$ cat src/hw/brf_defs.svh
// Purpose: Constants for the banked processor register file.
// Assumes: Included by the package and the register file module.
// Notes:   Field positions, reset values and operand codes live here.
`ifndef BRF_DEFS_SVH
`define BRF_DEFS_SVH

`define BRF_XLEN           32
`define BRF_GPR_IDX_W      4
`define BRF_LOW_COUNT      8
`define BRF_LOW_IDX_W      3
`define BRF_HIGH_BIT       3

// Status word fields.
`define BRF_ST_PRIV_BIT    30
`define BRF_ST_BANK_BIT    29
`define BRF_ST_BLOCK_BIT   28
`define BRF_ST_EXT_BIT     12
`define BRF_ST_WMASK       32'h700013F3
`define BRF_ST_RESET       32'h700000F0
`define BRF_VECTOR_RESET   32'h00000000
`define BRF_ZERO_WORD      32'h00000000

// Control load/store operand codes; codes with bit 3 set name a hidden bank entry.
`define BRF_CTL_SEL_W      4
`define BRF_CTL_STATUS     4'h0
`define BRF_CTL_SAVED_ST   4'h1
`define BRF_CTL_SAVED_IP   4'h2
`define BRF_CTL_GLOBAL     4'h3
`define BRF_CTL_VECTOR     4'h4
`define BRF_CTL_REP_START  4'h5
`define BRF_CTL_REP_END    4'h6
`define BRF_CTL_WRAP       4'h7
`define BRF_CTL_BANK_BIT   3

`endif

$ cat src/hw/brf_pkg.sv
// Purpose: Types shared by the banked register file.
// Assumes: brf_defs.svh supplies the numeric constants.
// Notes:   Holds types only.
`include "brf_defs.svh"
package brf_pkg;
   typedef logic [`BRF_XLEN-1:0] brf_word_t;
   typedef enum logic [1:0] {
      BRF_SYS_MULT_HIGH = 2'h0,
      BRF_SYS_MULT_LOW  = 2'h1,
      BRF_SYS_RET_LINK  = 2'h2
   } brf_sys_sel_e;
endpackage

$ cat src/hw/brf_regfile.sv
// Purpose: Architectural register file with two banks for the low eight general registers.
// Assumes: Inputs synchronous to clk; one general write, one control and one system op
//          per cycle; the decoder never issues a control and system op in the same cycle.
// Notes:   Read data is registered, so it reflects the state before the same-cycle write.
// Behaviour
// - All general, control, system registers 32 bits.
// - Low eight general registers exist in two banks.
// - Privileged: bank bit picks the general bank.
// - Hidden bank reached only by control load/store.
// - Control load/store moves all eight control registers.
// - User mode reaches only global, repeat, wrap.
// - Repeat and wrap registers need extension mode.
// - System load/store reaches multiply and return.
// - Instruction pointer only saved/restored on exceptions.
// - Privilege bit selects user or privileged view.
// - Extension bit in status gates extension registers.
// - Register zero supplies the index operand.
// - Sixteen general registers numbered zero to fifteen.
// - Reset: privileged, bank one, block, mask ones.
`include "brf_defs.svh"
module brf_regfile
   import brf_pkg::*;
(
   input  wire logic                       clk,
   input  wire logic                       sys_rst,
   input  wire logic [`BRF_GPR_IDX_W-1:0]  rd_a_idx,
   input  wire logic [`BRF_GPR_IDX_W-1:0]  rd_b_idx,
   input  wire logic                       gpr_we,
   input  wire logic [`BRF_GPR_IDX_W-1:0]  gpr_widx,
   input  wire brf_word_t                  gpr_wdata,
   input  wire logic                       ctl_op,
   input  wire logic                       ctl_load,
   input  wire logic [`BRF_CTL_SEL_W-1:0]  ctl_sel,
   input  wire brf_word_t                  ctl_wdata,
   input  wire logic                       sys_op,
   input  wire logic                       sys_load,
   input  wire brf_sys_sel_e               sys_sel,
   input  wire brf_word_t                  sys_wdata,
   input  wire logic                       exc_entry,
   input  wire brf_word_t                  cur_ip,
   input  wire logic                       exc_return,
   output logic                            priv_mode_q,
   output logic                            ext_mode_q,
   output brf_word_t                       status_word_q,
   output brf_word_t                       rd_a_data_q,
   output brf_word_t                       rd_b_data_q,
   output brf_word_t                       index_data_q,
   output brf_word_t                       ctl_rdata_q,
   output logic                            ctl_fault_q,
   output brf_word_t                       sys_rdata_q,
   output brf_word_t                       resume_ip_q,
   output logic                            resume_valid_q
);

   // ***************************************************************
   // Storage
   // ***************************************************************
   brf_word_t low_gpr_bank_zero [`BRF_LOW_COUNT];
   brf_word_t low_gpr_bank_one  [`BRF_LOW_COUNT];
   brf_word_t high_gpr          [`BRF_LOW_COUNT];
   brf_word_t saved_status_word_q;
   brf_word_t saved_ip_q;
   brf_word_t global_base_q;
   brf_word_t vector_base_q;
   brf_word_t repeat_start_q;
   brf_word_t repeat_end_q;
   brf_word_t wrap_bounds_reg_q;
   brf_word_t mult_acc_high_q;
   brf_word_t mult_acc_low_q;
   brf_word_t return_link_q;
   brf_word_t status_word_d;

   // ***************************************************************
   // Mode and bank decode
   // ***************************************************************
   wire logic privilege_mode_bit = status_word_q[`BRF_ST_PRIV_BIT];
   wire logic bank_select_bit    = status_word_q[`BRF_ST_BANK_BIT];
   wire logic ext_on             = status_word_q[`BRF_ST_EXT_BIT];
   // User mode ignores the bank bit so user code never sees handler state.
   wire logic cur_bank = privilege_mode_bit & bank_select_bit;

   // A general operand only ever reaches the current bank, never the hidden one.
   function automatic brf_word_t gpr_read(input logic [`BRF_GPR_IDX_W-1:0] idx);
      logic [`BRF_LOW_IDX_W-1:0] li;
      li = idx[`BRF_LOW_IDX_W-1:0];
      if (idx[`BRF_HIGH_BIT]) begin
         return high_gpr[li];
      end else if (cur_bank) begin
         return low_gpr_bank_one[li];
      end else begin
         return low_gpr_bank_zero[li];
      end
   endfunction

   // ***************************************************************
   // Control load/store decode
   // ***************************************************************
   wire logic ctl_is_bank = ctl_sel[`BRF_CTL_BANK_BIT];
   wire logic [`BRF_LOW_IDX_W-1:0] ctl_bidx = ctl_sel[`BRF_LOW_IDX_W-1:0];
   wire logic ctl_is_ext = ~ctl_is_bank &&
      (ctl_sel == `BRF_CTL_REP_START || ctl_sel == `BRF_CTL_REP_END ||
       ctl_sel == `BRF_CTL_WRAP);
   wire logic ctl_user_ok = ctl_is_ext || ctl_sel == `BRF_CTL_GLOBAL;
   wire logic ctl_bad = ctl_op &&
      ((~privilege_mode_bit && ~ctl_user_ok) ||
       (ctl_is_ext && ~ext_on));
   wire logic ctl_wr = ctl_op && ctl_load && ~ctl_bad;
   wire logic ctl_bank_wr = ctl_wr && ctl_is_bank;
   wire logic sys_wr = sys_op && sys_load;

   brf_word_t ctl_rmux;
   always_comb begin
      ctl_rmux = `BRF_ZERO_WORD;
      if (ctl_is_bank) begin
         // The bank that is not current is the one reached here.
         ctl_rmux = cur_bank ? low_gpr_bank_zero[ctl_bidx]
                             : low_gpr_bank_one[ctl_bidx];
      end else begin
         case (ctl_sel)
            `BRF_CTL_STATUS:    ctl_rmux = status_word_q;
            `BRF_CTL_SAVED_ST:  ctl_rmux = saved_status_word_q;
            `BRF_CTL_SAVED_IP:  ctl_rmux = saved_ip_q;
            `BRF_CTL_GLOBAL:    ctl_rmux = global_base_q;
            `BRF_CTL_VECTOR:    ctl_rmux = vector_base_q;
            `BRF_CTL_REP_START: ctl_rmux = repeat_start_q;
            `BRF_CTL_REP_END:   ctl_rmux = repeat_end_q;
            `BRF_CTL_WRAP:      ctl_rmux = wrap_bounds_reg_q;
            default:            ctl_rmux = `BRF_ZERO_WORD;
         endcase
      end
   end

   brf_word_t sys_rmux;
   always_comb begin
      case (sys_sel)
         BRF_SYS_MULT_HIGH: sys_rmux = mult_acc_high_q;
         BRF_SYS_MULT_LOW:  sys_rmux = mult_acc_low_q;
         BRF_SYS_RET_LINK:  sys_rmux = return_link_q;
         default:           sys_rmux = `BRF_ZERO_WORD;
      endcase
   end

   // ***************************************************************
   // Status word next value
   // ***************************************************************
   // Exception entry wins over a same-cycle control write of the status word.
   always_comb begin
      status_word_d = status_word_q;
      if (exc_entry) begin
         status_word_d[`BRF_ST_PRIV_BIT]  = 1'b1;
         status_word_d[`BRF_ST_BANK_BIT]  = 1'b1;
         status_word_d[`BRF_ST_BLOCK_BIT] = 1'b1;
      end else if (exc_return) begin
         status_word_d = saved_status_word_q & `BRF_ST_WMASK;
      end else if (ctl_wr && ~ctl_is_bank && ctl_sel == `BRF_CTL_STATUS) begin
         status_word_d = ctl_wdata & `BRF_ST_WMASK;
      end
   end

   // ***************************************************************
   // Sequential state
   // ***************************************************************
   always_ff @(posedge clk) begin
      if (sys_rst) begin
         status_word_q <= `BRF_ST_RESET;
         vector_base_q <= `BRF_VECTOR_RESET;
      end else begin
         status_word_q <= status_word_d;
         if (ctl_wr && ~ctl_is_bank && ctl_sel == `BRF_CTL_VECTOR) begin
            vector_base_q <= ctl_wdata;
         end
      end
   end

   always_ff @(posedge clk) begin
      if (exc_entry) begin
         saved_status_word_q <= status_word_q;
         saved_ip_q          <= cur_ip;
      end else if (ctl_wr && ~ctl_is_bank) begin
         if (ctl_sel == `BRF_CTL_SAVED_ST) saved_status_word_q <= ctl_wdata;
         if (ctl_sel == `BRF_CTL_SAVED_IP) saved_ip_q <= ctl_wdata;
      end
      if (ctl_wr && ~ctl_is_bank) begin
         if (ctl_sel == `BRF_CTL_GLOBAL)    global_base_q     <= ctl_wdata;
         if (ctl_sel == `BRF_CTL_REP_START) repeat_start_q    <= ctl_wdata;
         if (ctl_sel == `BRF_CTL_REP_END)   repeat_end_q      <= ctl_wdata;
         if (ctl_sel == `BRF_CTL_WRAP)      wrap_bounds_reg_q <= ctl_wdata;
      end
      if (sys_wr && sys_sel == BRF_SYS_MULT_HIGH) mult_acc_high_q <= sys_wdata;
      if (sys_wr && sys_sel == BRF_SYS_MULT_LOW)  mult_acc_low_q  <= sys_wdata;
      if (sys_wr && sys_sel == BRF_SYS_RET_LINK)  return_link_q   <= sys_wdata;
   end

   // General writes go to the current bank; control writes to the hidden one,
   // so the two never collide on one entry.
   always_ff @(posedge clk) begin
      if (gpr_we && gpr_widx[`BRF_HIGH_BIT]) begin
         high_gpr[gpr_widx[`BRF_LOW_IDX_W-1:0]] <= gpr_wdata;
      end
      if ((gpr_we && ~gpr_widx[`BRF_HIGH_BIT] && ~cur_bank) || (ctl_bank_wr && cur_bank)) begin
         low_gpr_bank_zero[ctl_bank_wr && cur_bank ? ctl_bidx
                           : gpr_widx[`BRF_LOW_IDX_W-1:0]] <= ctl_bank_wr && cur_bank
                           ? ctl_wdata : gpr_wdata;
      end
      if ((gpr_we && ~gpr_widx[`BRF_HIGH_BIT] && cur_bank) || (ctl_bank_wr && ~cur_bank)) begin
         low_gpr_bank_one[ctl_bank_wr && ~cur_bank ? ctl_bidx
                          : gpr_widx[`BRF_LOW_IDX_W-1:0]] <= ctl_bank_wr && ~cur_bank
                          ? ctl_wdata : gpr_wdata;
      end
   end

   // ***************************************************************
   // Registered outputs
   // ***************************************************************
   always_ff @(posedge clk) begin
      if (sys_rst) begin
         rd_a_data_q    <= `BRF_ZERO_WORD;
         rd_b_data_q    <= `BRF_ZERO_WORD;
         index_data_q   <= `BRF_ZERO_WORD;
         ctl_rdata_q    <= `BRF_ZERO_WORD;
         ctl_fault_q    <= 1'b0;
         sys_rdata_q    <= `BRF_ZERO_WORD;
         resume_ip_q    <= `BRF_ZERO_WORD;
         resume_valid_q <= 1'b0;
         priv_mode_q    <= 1'b1;
         ext_mode_q     <= 1'b0;
      end else begin
         rd_a_data_q    <= gpr_read(rd_a_idx);
         rd_b_data_q    <= gpr_read(rd_b_idx);
         index_data_q   <= gpr_read(`BRF_GPR_IDX_W'(0));
         ctl_rdata_q    <= (ctl_op && ~ctl_load && ~ctl_bad) ? ctl_rmux : `BRF_ZERO_WORD;
         ctl_fault_q    <= ctl_bad;
         sys_rdata_q    <= (sys_op && ~sys_load) ? sys_rmux : `BRF_ZERO_WORD;
         resume_ip_q    <= exc_return ? saved_ip_q : resume_ip_q;
         resume_valid_q <= exc_return && ~exc_entry;
         priv_mode_q    <= status_word_d[`BRF_ST_PRIV_BIT];
         ext_mode_q     <= status_word_d[`BRF_ST_EXT_BIT];
      end
   end
endmodule // brf_regfile

$ cat config.mk
export PLATFORM = sky130hd
export DESIGN_NAME = brf_regfile
export DESIGN_NICKNAME = d
export VERILOG_FILES = /design/src/hw/brf_pkg.sv /design/src/hw/brf_regfile.sv
export VERILOG_INCLUDE_DIRS = /design/src /design/src/hw
export SDC_FILE = /design/constraint.sdc
export NUM_CORES = 2
export LEC_CHECK = 0
export BUFFER_PORTS_ARGS = -buffer_cell sky130_fd_sc_hd__clkbuf_2
export CORE_ASPECT_RATIO = 1.1
export CORE_MARGIN = 3
export CORE_UTILIZATION = 50
export DETAILED_ROUTE_END_ITERATION = 8
export HOLD_SLACK_MARGIN = 0.1
export PLACE_DENSITY = 0.74
export SYNTH_ARGS = -nofsm -noshare
export SYNTH_HDL_FRONTEND = slang
export SYNTH_SLANG_ARGS = --single-unit
$ cat constraint.sdc
create_clock -name clk -period 6.5 [get_ports clk]
set_input_delay 1.3 -clock clk [delete_from_list [all_inputs] [get_ports clk]]
set_output_delay 1.3 -clock clk [all_outputs]
set_load 0.1 [all_outputs]
### After elaboration in Yosys (flattened, before gate mapping)

Memory sizes are Yosys's and may differ from the RTL's.
Index checks and enable logic that the tools add are counted.

* register bits after elaboration: 548
* bits in writable memories: 768
* input port bits: 155
* output and inout port bits: 228
* logic and storage cells: 123
* memories: 3

Memories
* high_gpr: depth 8, bits a word 32, read ports 2, clocked after memory_dff 0, wr ports 1, line brf_regfile.sv:60 `` brf_word_t high_gpr [`BRF_LOW_COUNT]; ``
* low_gpr_bank_one: depth 8, bits a word 32, read ports 4, clocked after memory_dff 0, wr ports 1, line brf_regfile.sv:59 `` brf_word_t low_gpr_bank_one [`BRF_LOW_COUNT]; ``
* low_gpr_bank_zero: depth 8, bits a word 32, read ports 4, clocked after memory_dff 0, wr ports 1, line brf_regfile.sv:58 `` brf_word_t low_gpr_bank_zero [`BRF_LOW_COUNT]; ``

* equality and inequality tests: 9
* muxes and demuxes: 29
* bitwise logic cells: 13
* reduce and logical (&&, ||, !) cells: 46

Operator list (count)
* two-way mux 32 bit: 17
* case mux 32 bit (8 select lines): 1
* case mux 32 bit (3 select lines): 1
* logical AND 1 bit: 24
* equality test 4 x 3 -> 1 bit (second input constant): 4
* AND reduction 2 bit: 7
* two-way mux 13 bit: 1
* inverter 1 bit: 12
* two-way mux 3 bit: 3
* equality test 4 x 2 -> 1 bit (second input constant): 2
* nonzero test 2 bit: 4
* logical OR 1 bit: 6
* two-way mux 1 bit: 6
* OR reduction 2 bit: 3
* equality test 4 x 1 -> 1 bit (second input constant): 1
* zero test 4 bit: 1
* equality test 2 x 1 -> 1 bit (second input constant): 1
* equality test 2 bit (second input constant): 1
* zero test 2 bit: 1
* AND 1 bit: 1

### Logic depth before layout (Yosys ltp)

* depth in word-level cells: 16
* depth in mapped cells: 10
* mapped depth without buffers: 5

### Worst setup path after synthesis

OpenSTA, ideal clock, no wires.

* kind: in2reg
* from: in ctl_sel[0]
* to: reg repeat_end_q[0] (enable)
* setup time: 461 ps
* arrival: 4485 ps
* required time: 6039 ps
* path slack: 1554 ps
* stages: 7
* path buffers: 2
* cell sequence: buf_6 -> buf_6 -> a21oi_2 -> o31ai_4 -> o21a_1 -> nand4_1 -> nor3_1

* word-level cells in the longest chain between the ends: 13
* elaborated cells between the ends (all ways): 17
* classes of those cells: eq/ne (4); bitwise (2); reduce/logical (11)

RTL lines
* start, declared: line brf_regfile.sv:33 `` input wire logic [`BRF_CTL_SEL_W-1:0] ctl_sel, ``
* equality test 4 x 3 -> 1 bit
* logical OR 1 bit (no line) (2 in series)
* logical AND 1 bit: line brf_regfile.sv:100 `wire logic ctl_is_ext = ~ctl_is_bank &&`
* logical OR 1 bit (no line)
* inverter 1 bit: line brf_regfile.sv:105 `((~privilege_mode_bit && ~ctl_user_ok) ||`
* logical AND 1 bit: line brf_regfile.sv:105
* logical OR 1 bit: line brf_regfile.sv:105
* logical AND 1 bit: line brf_regfile.sv:104 `wire logic ctl_bad = ctl_op &&`
* inverter 1 bit: line brf_regfile.sv:107 `wire logic ctl_wr = ctl_op && ctl_load && ~ctl_bad;`
* logical AND 1 bit: line brf_regfile.sv:107
* logical AND 1 bit: line brf_regfile.sv:183 `if (ctl_wr && ~ctl_is_bank) begin`
* AND reduction 2 bit (no line) (*)
* end signal, assigned: line brf_regfile.sv:186 `` if (ctl_sel == `BRF_CTL_REP_END) repeat_end_q <= ctl_wdata; ``
* end, declared: line brf_regfile.sv:66 `brf_word_t repeat_end_q;`

Mark *: on every way between the ends. The rest lies on a longest branch, timed or not.
A chain may end at the register's enable or synchronous reset.

### Worst setup path after layout

* from: reg status_word_q[30]
* to: mem low_gpr_bank_zero[3][22] (netlist bit) (enable)

* word-level cells in the longest chain between the ends: 11
* elaborated cells between the ends (all ways): 15
* classes of those cells: mux (3); bitwise (4); reduce/logical (8)

RTL lines
* start, declared: line brf_regfile.sv:44 `output brf_word_t status_word_q,`
* start signal, assigned: line brf_regfile.sv:165 `` status_word_q <= `BRF_ST_RESET; ``
* start signal, assigned: line brf_regfile.sv:168 `status_word_q <= status_word_d;`
* inverter 1 bit: line brf_regfile.sv:105
* logical AND 1 bit: line brf_regfile.sv:105
* logical OR 1 bit: line brf_regfile.sv:105
* logical AND 1 bit: line brf_regfile.sv:104
* inverter 1 bit: line brf_regfile.sv:107
* logical AND 1 bit: line brf_regfile.sv:107
* logical AND 1 bit: line brf_regfile.sv:108 `wire logic ctl_bank_wr = ctl_wr && ctl_is_bank;`
* logical AND 1 bit: line brf_regfile.sv:200, brf_regfile.sv:201
* logical OR 1 bit: line brf_regfile.sv:200 `` if ((gpr_we && ~gpr_widx[`BRF_HIGH_BIT] && ~cur_bank) || (ctl_bank_wr && cur_bank)) begin ``
* two-way mux 1 bit: line brf_regfile.sv:200
* two-way mux 1 bit: line brf_regfile.sv:201 `low_gpr_bank_zero[ctl_bank_wr && cur_bank ? ctl_bidx`
* end, declared: line brf_regfile.sv:58

Several ways; a longest one is shown, not always the timed one.

==> Implementation_results.wiki <==
{| class="wikitable"
! Metric !! Value
|-
| Measured slew at the worst slew-check pin || approximately 1.2 ns
|-
| Post-layout worst setup margin || between 1.5 and 2 ns
|-
| Type of the worst setup path || register to register
|-
| Post-route minimum period || 4.598 ns
|-
| Count of clock tree sinks || around 1300
|-
| Count of buffers from port buffering || between 300 and 400
|-
| Top Ports || about 380
|-
| Launch point of the worst reg-to-reg path || status_word_q[30]
|-
| Crit path required time || 6.90 ns
|-
| R2R cell count || 6
|-
| Detailed-route via count || 43045
|-
| Buffers from clock root to sink, at most || 3
|-
| Utilization after layout || around 57%
|-
| Share of the cycle needed by the critical path after routing || between 70% and 80%
|-
| Total core area || about 0.12 mm²
|-
| RSZ-0062 raised after global routing || no
|-
| Ratio of cells with drive above 1 in the final layout || about 23%
|-
| Pre-CTS worst setup slack || 1.759 ns
|-
| EDFF count, synth || approximately 1100
|-
| Peak per-stage delay on the critical path || between 0.8 and 0.9 ns
|-
| Worst clock skew on the final layout || about 0.030 ns
|-
| Net total in the final layout || 4857
|-
| Clock latency on the worst-skew pair || approximately 0.8 ns
|-
| Number of distinct standard cells referenced by the synthesized netlist || between 60 and 70
|-
| Critical Path Sink Type || register
|-
| Data arrival time of the critical path || 5.00 ns
|-
| Leakage power figure || roughly 25 nW
|-
| Number of optimization iterations in the first detailed-route pass || 9
|-
| Share of async-settable or async-resettable flops after synthesis || 0%
|-
| CP Max Fanout || 47
|-
| Clock tree from TritonCTS || done
|-
| Post-synthesis area per instance || 13.63 µm²
|-
| GRT Residual Overflow || 0
|-
| Endpoints failing hold || 0
|-
| Critical Path Source || status_word_q[30]
|-
| Pwr dens || roughly 280 mW/mm²
|-
| H-tree depth || 4
|-
| Sequential-to-total area share from yosys stat || 60.02%
|-
| HPWL reported at the end of detailed placement || approximately 130000 µm
|-
| Slowest CP cell || nor2_4
|-
| Final sum of negative setup slack || 0 ns
|-
| Min-delay src || vector_base_q[22]
|-
| Average detailed-routed wire length per instance || roughly 32 µm
|-
| Setup slack on the worst flop-to-flop path || roughly 1.9 ns
|-
| Relative max-transition margin || between 10% and 20%
|-
| RePlAce Congestion || between 0.9 and 1
|-
| Max Clk Rate || roughly 220 MHz
|-
| Post-CTS Hold Buffers || 0
|-
| Starting utilization of the core area || between 50% and 60%
|-
| Clock buffers created by TritonCTS || ~130
|-
| Hold EP || vector_base_q[22]
|-
| Via count of the first global-routing pass || ~42000
|-
| Max-capacitance violation count || 0
|-
| Buffers inserted by post-CTS timing repair || 0
|-
| Terminus of the critical flop-to-flop path || low_gpr_bank_zero[3][22]
|-
| Predominant post-synthesis flop cell || edfxtp_1
|-
| Overall routed net length || between 200000 and 250000 µm
|-
| Die Y-Extent || about 370 µm
|-
| Cell chain of the critical path || nand2_4 -> nor2_4 -> buf_4 -> a21oi_1 -> nor2_4 -> buf_4
|-
| Root buffer cell || clkbuf_16
|-
| Via-to-Cell Ratio || approximately 6.7
|-
| Maximum number of pins on one net before global-route repair || ~110
|-
| # setup viols final || 0
|-
| Global Route Usage Sum || approximately a third
|-
| Horiz. Die Dim || between 300 and 400 µm
|-
| Yosys warns || 0
|-
| Clock transition at path regs || about 0.06 ns
|-
| Post-Synthesis Cell Area || between 0.06 and 0.07 mm²
|-
| Overall die area || roughly 0.13 mm²
|-
| Area delta synth->final || 12.48%
|-
| Worst hold-check path type || register to register
|-
| Antenna violations before repair || 21
|-
| Status || finished, final reports clean
|-
| Total of flip-flops plus latches after synthesis || around 1300
|-
| Peak supply drop || between 200 and 300 µV
|-
| First-pass GRT wire length || between 200000 and 300000 µm
|-
| # resized after CTS || 0
|-
| Std-Cell Rows || between 100 and 150
|-
| Max-slew violation count || 0
|-
| Worst Setup Start Kind || register
|-
| Drc violations || 0
|-
| Detail Route Antenna Nets || 0
|-
| Cell count after synthesis || ~4500
|-
| Initial detailed-routing violation count || ~5800
|-
| Hold-critical path depth || 2
|}
-- per-layer routing --
layer / up-vias / global-route usage [%] / share of wire, %
met4: 22 / 20.31 / 7.4
met5: - / 0 / 0.067
met2: 3115 / 50.12 / 46
li1: 17639 / - / -
met1: 21511 / 38.76 / 35
met3: 758 / 9.452 / 12
-- cell usage after synthesis (8+ instances only) --
cell type | n | share of area [%]
clkbuf_1 | 176 | 1.1
a21o_1 | 34 | 0.42
a22oi_1 | 101 | 1.2
buf_6 | 10 | 0.19
buf_4 | 70 | 0.86
and2_1 | 13 | 0.13
a22o_1 | 8 | 0.12
mux2_2 | 131 | 2.4
dfxtp_1 | 238 | 7.8
edfxtp_1 | 1056 | 52
nand4_1 | 65 | 0.67
a31oi_1 | 79 | 0.81
buf_2 | 97 | 0.80
o211ai_1 | 9 | 0.11
nor2b_1 | 167 | 1.7
nor2_1 | 157 | 0.97
a21oi_1 | 299 | 2.5
and3_1 | 9 | 0.093
a211oi_1 | 130 | 1.6
nand2b_1 | 18 | 0.19
o22ai_1 | 10 | 0.10
o21ai_0 | 27 | 0.22
mux4_2 | 220 | 8.2
nand2_1 | 523 | 3.2
nand3_1 | 82 | 0.68
a221oi_1 | 23 | 0.33
mux2i_1 | 590 | 9.7
buf_1 | 23 | 0.14
nor3_1 | 16 | 0.13
-- cell type report --
| type | count | area (µm²) |
|---|---|---|
| clock buffers | 186 | 3791 |
| multi-input cells | 2794 | 22680 |
| flip-flops and latches | 1294 | 36480 |
| clock inverters | 62 | 583.1 |
| repair buffers | 472 | 2761 |
| inverters | 7 | 26.28 |
| diodes | 6 | 15.01 |
| fillers | 9465 | 51790 |
| well taps | 1620 | 2027 |
-- critical path: cells and delay by family (launching register included) --
kind                   cells  cell delay (ns)
buffers and inverters      2             1.04
AO/OA/AOI/OAI              1             0.24
flip-flops                 1             0.69
AND/OR/NAND/NOR            3             2.20
-- where the power goes --
part	switching (mW)	internal, mW
clock	3.36	4.29
sequential	0.127	9.20
combinational	1.83	0.644
-- cells in the final DEF (no fill, tap or decap), types with 79 or more instances in the layout --
master     netlist  layout
a31oi_1         79      79
a211oi_1       130     130
dfxtp_1        238     238
nor2_1         157     128
edfxtp_1      1056    1056
nand3_1         82      82
clkbuf_16        0     136
a21oi_1        299     299
mux2i_1        590     590
mux4_2         220     220
nor2b_1        167     155
buf_4           70     108
nand2_1        523     521
clkbuf_2         0     351
mux2_2         131     131
a22oi_1        101     101
-- metrics by stage --
stage	hold slack (ns)	total power, mW	std cells	cell area, µm²
2_1_floorplan	0.4329	11.15	4479	60840
3_3_place_gp	0.4389	11.87	6187	63970
3_5_place_dp	0.4477	11.91	6187	63970
4_1_cts	0.4559	19.42	6435	68340
5_1_grt	0.4709	19.89	6435	68340
6_report	0.4572	19.45	6441	68360
-- logic make-up after synthesis --
group | share of synthesized area [%]
and+or+nand+nor | 8.019
other | 0.006170
muxes | 20.54
AOI/OAI and AO/OA | 8.044
buffers and inverters | 3.368
DFF | 60.02
-- how the worst max path moves through the flow --
stage | endpoint | slack (ns) | depth (start not counted)
floorplan | repeat_end_q[0] | 1.55 | 7
global placement | repeat_end_q[11] | 1.81 | 9
detailed placement | low_gpr_bank_one[7][17] | 1.76 | 7
CTS | low_gpr_bank_zero[3][22] | 2.17 | 6
global route | low_gpr_bank_zero[3][22] | 2.00 | 6
finish | low_gpr_bank_zero[3][22] | 1.90 | 6
Power figures use the tool's default switching activity.
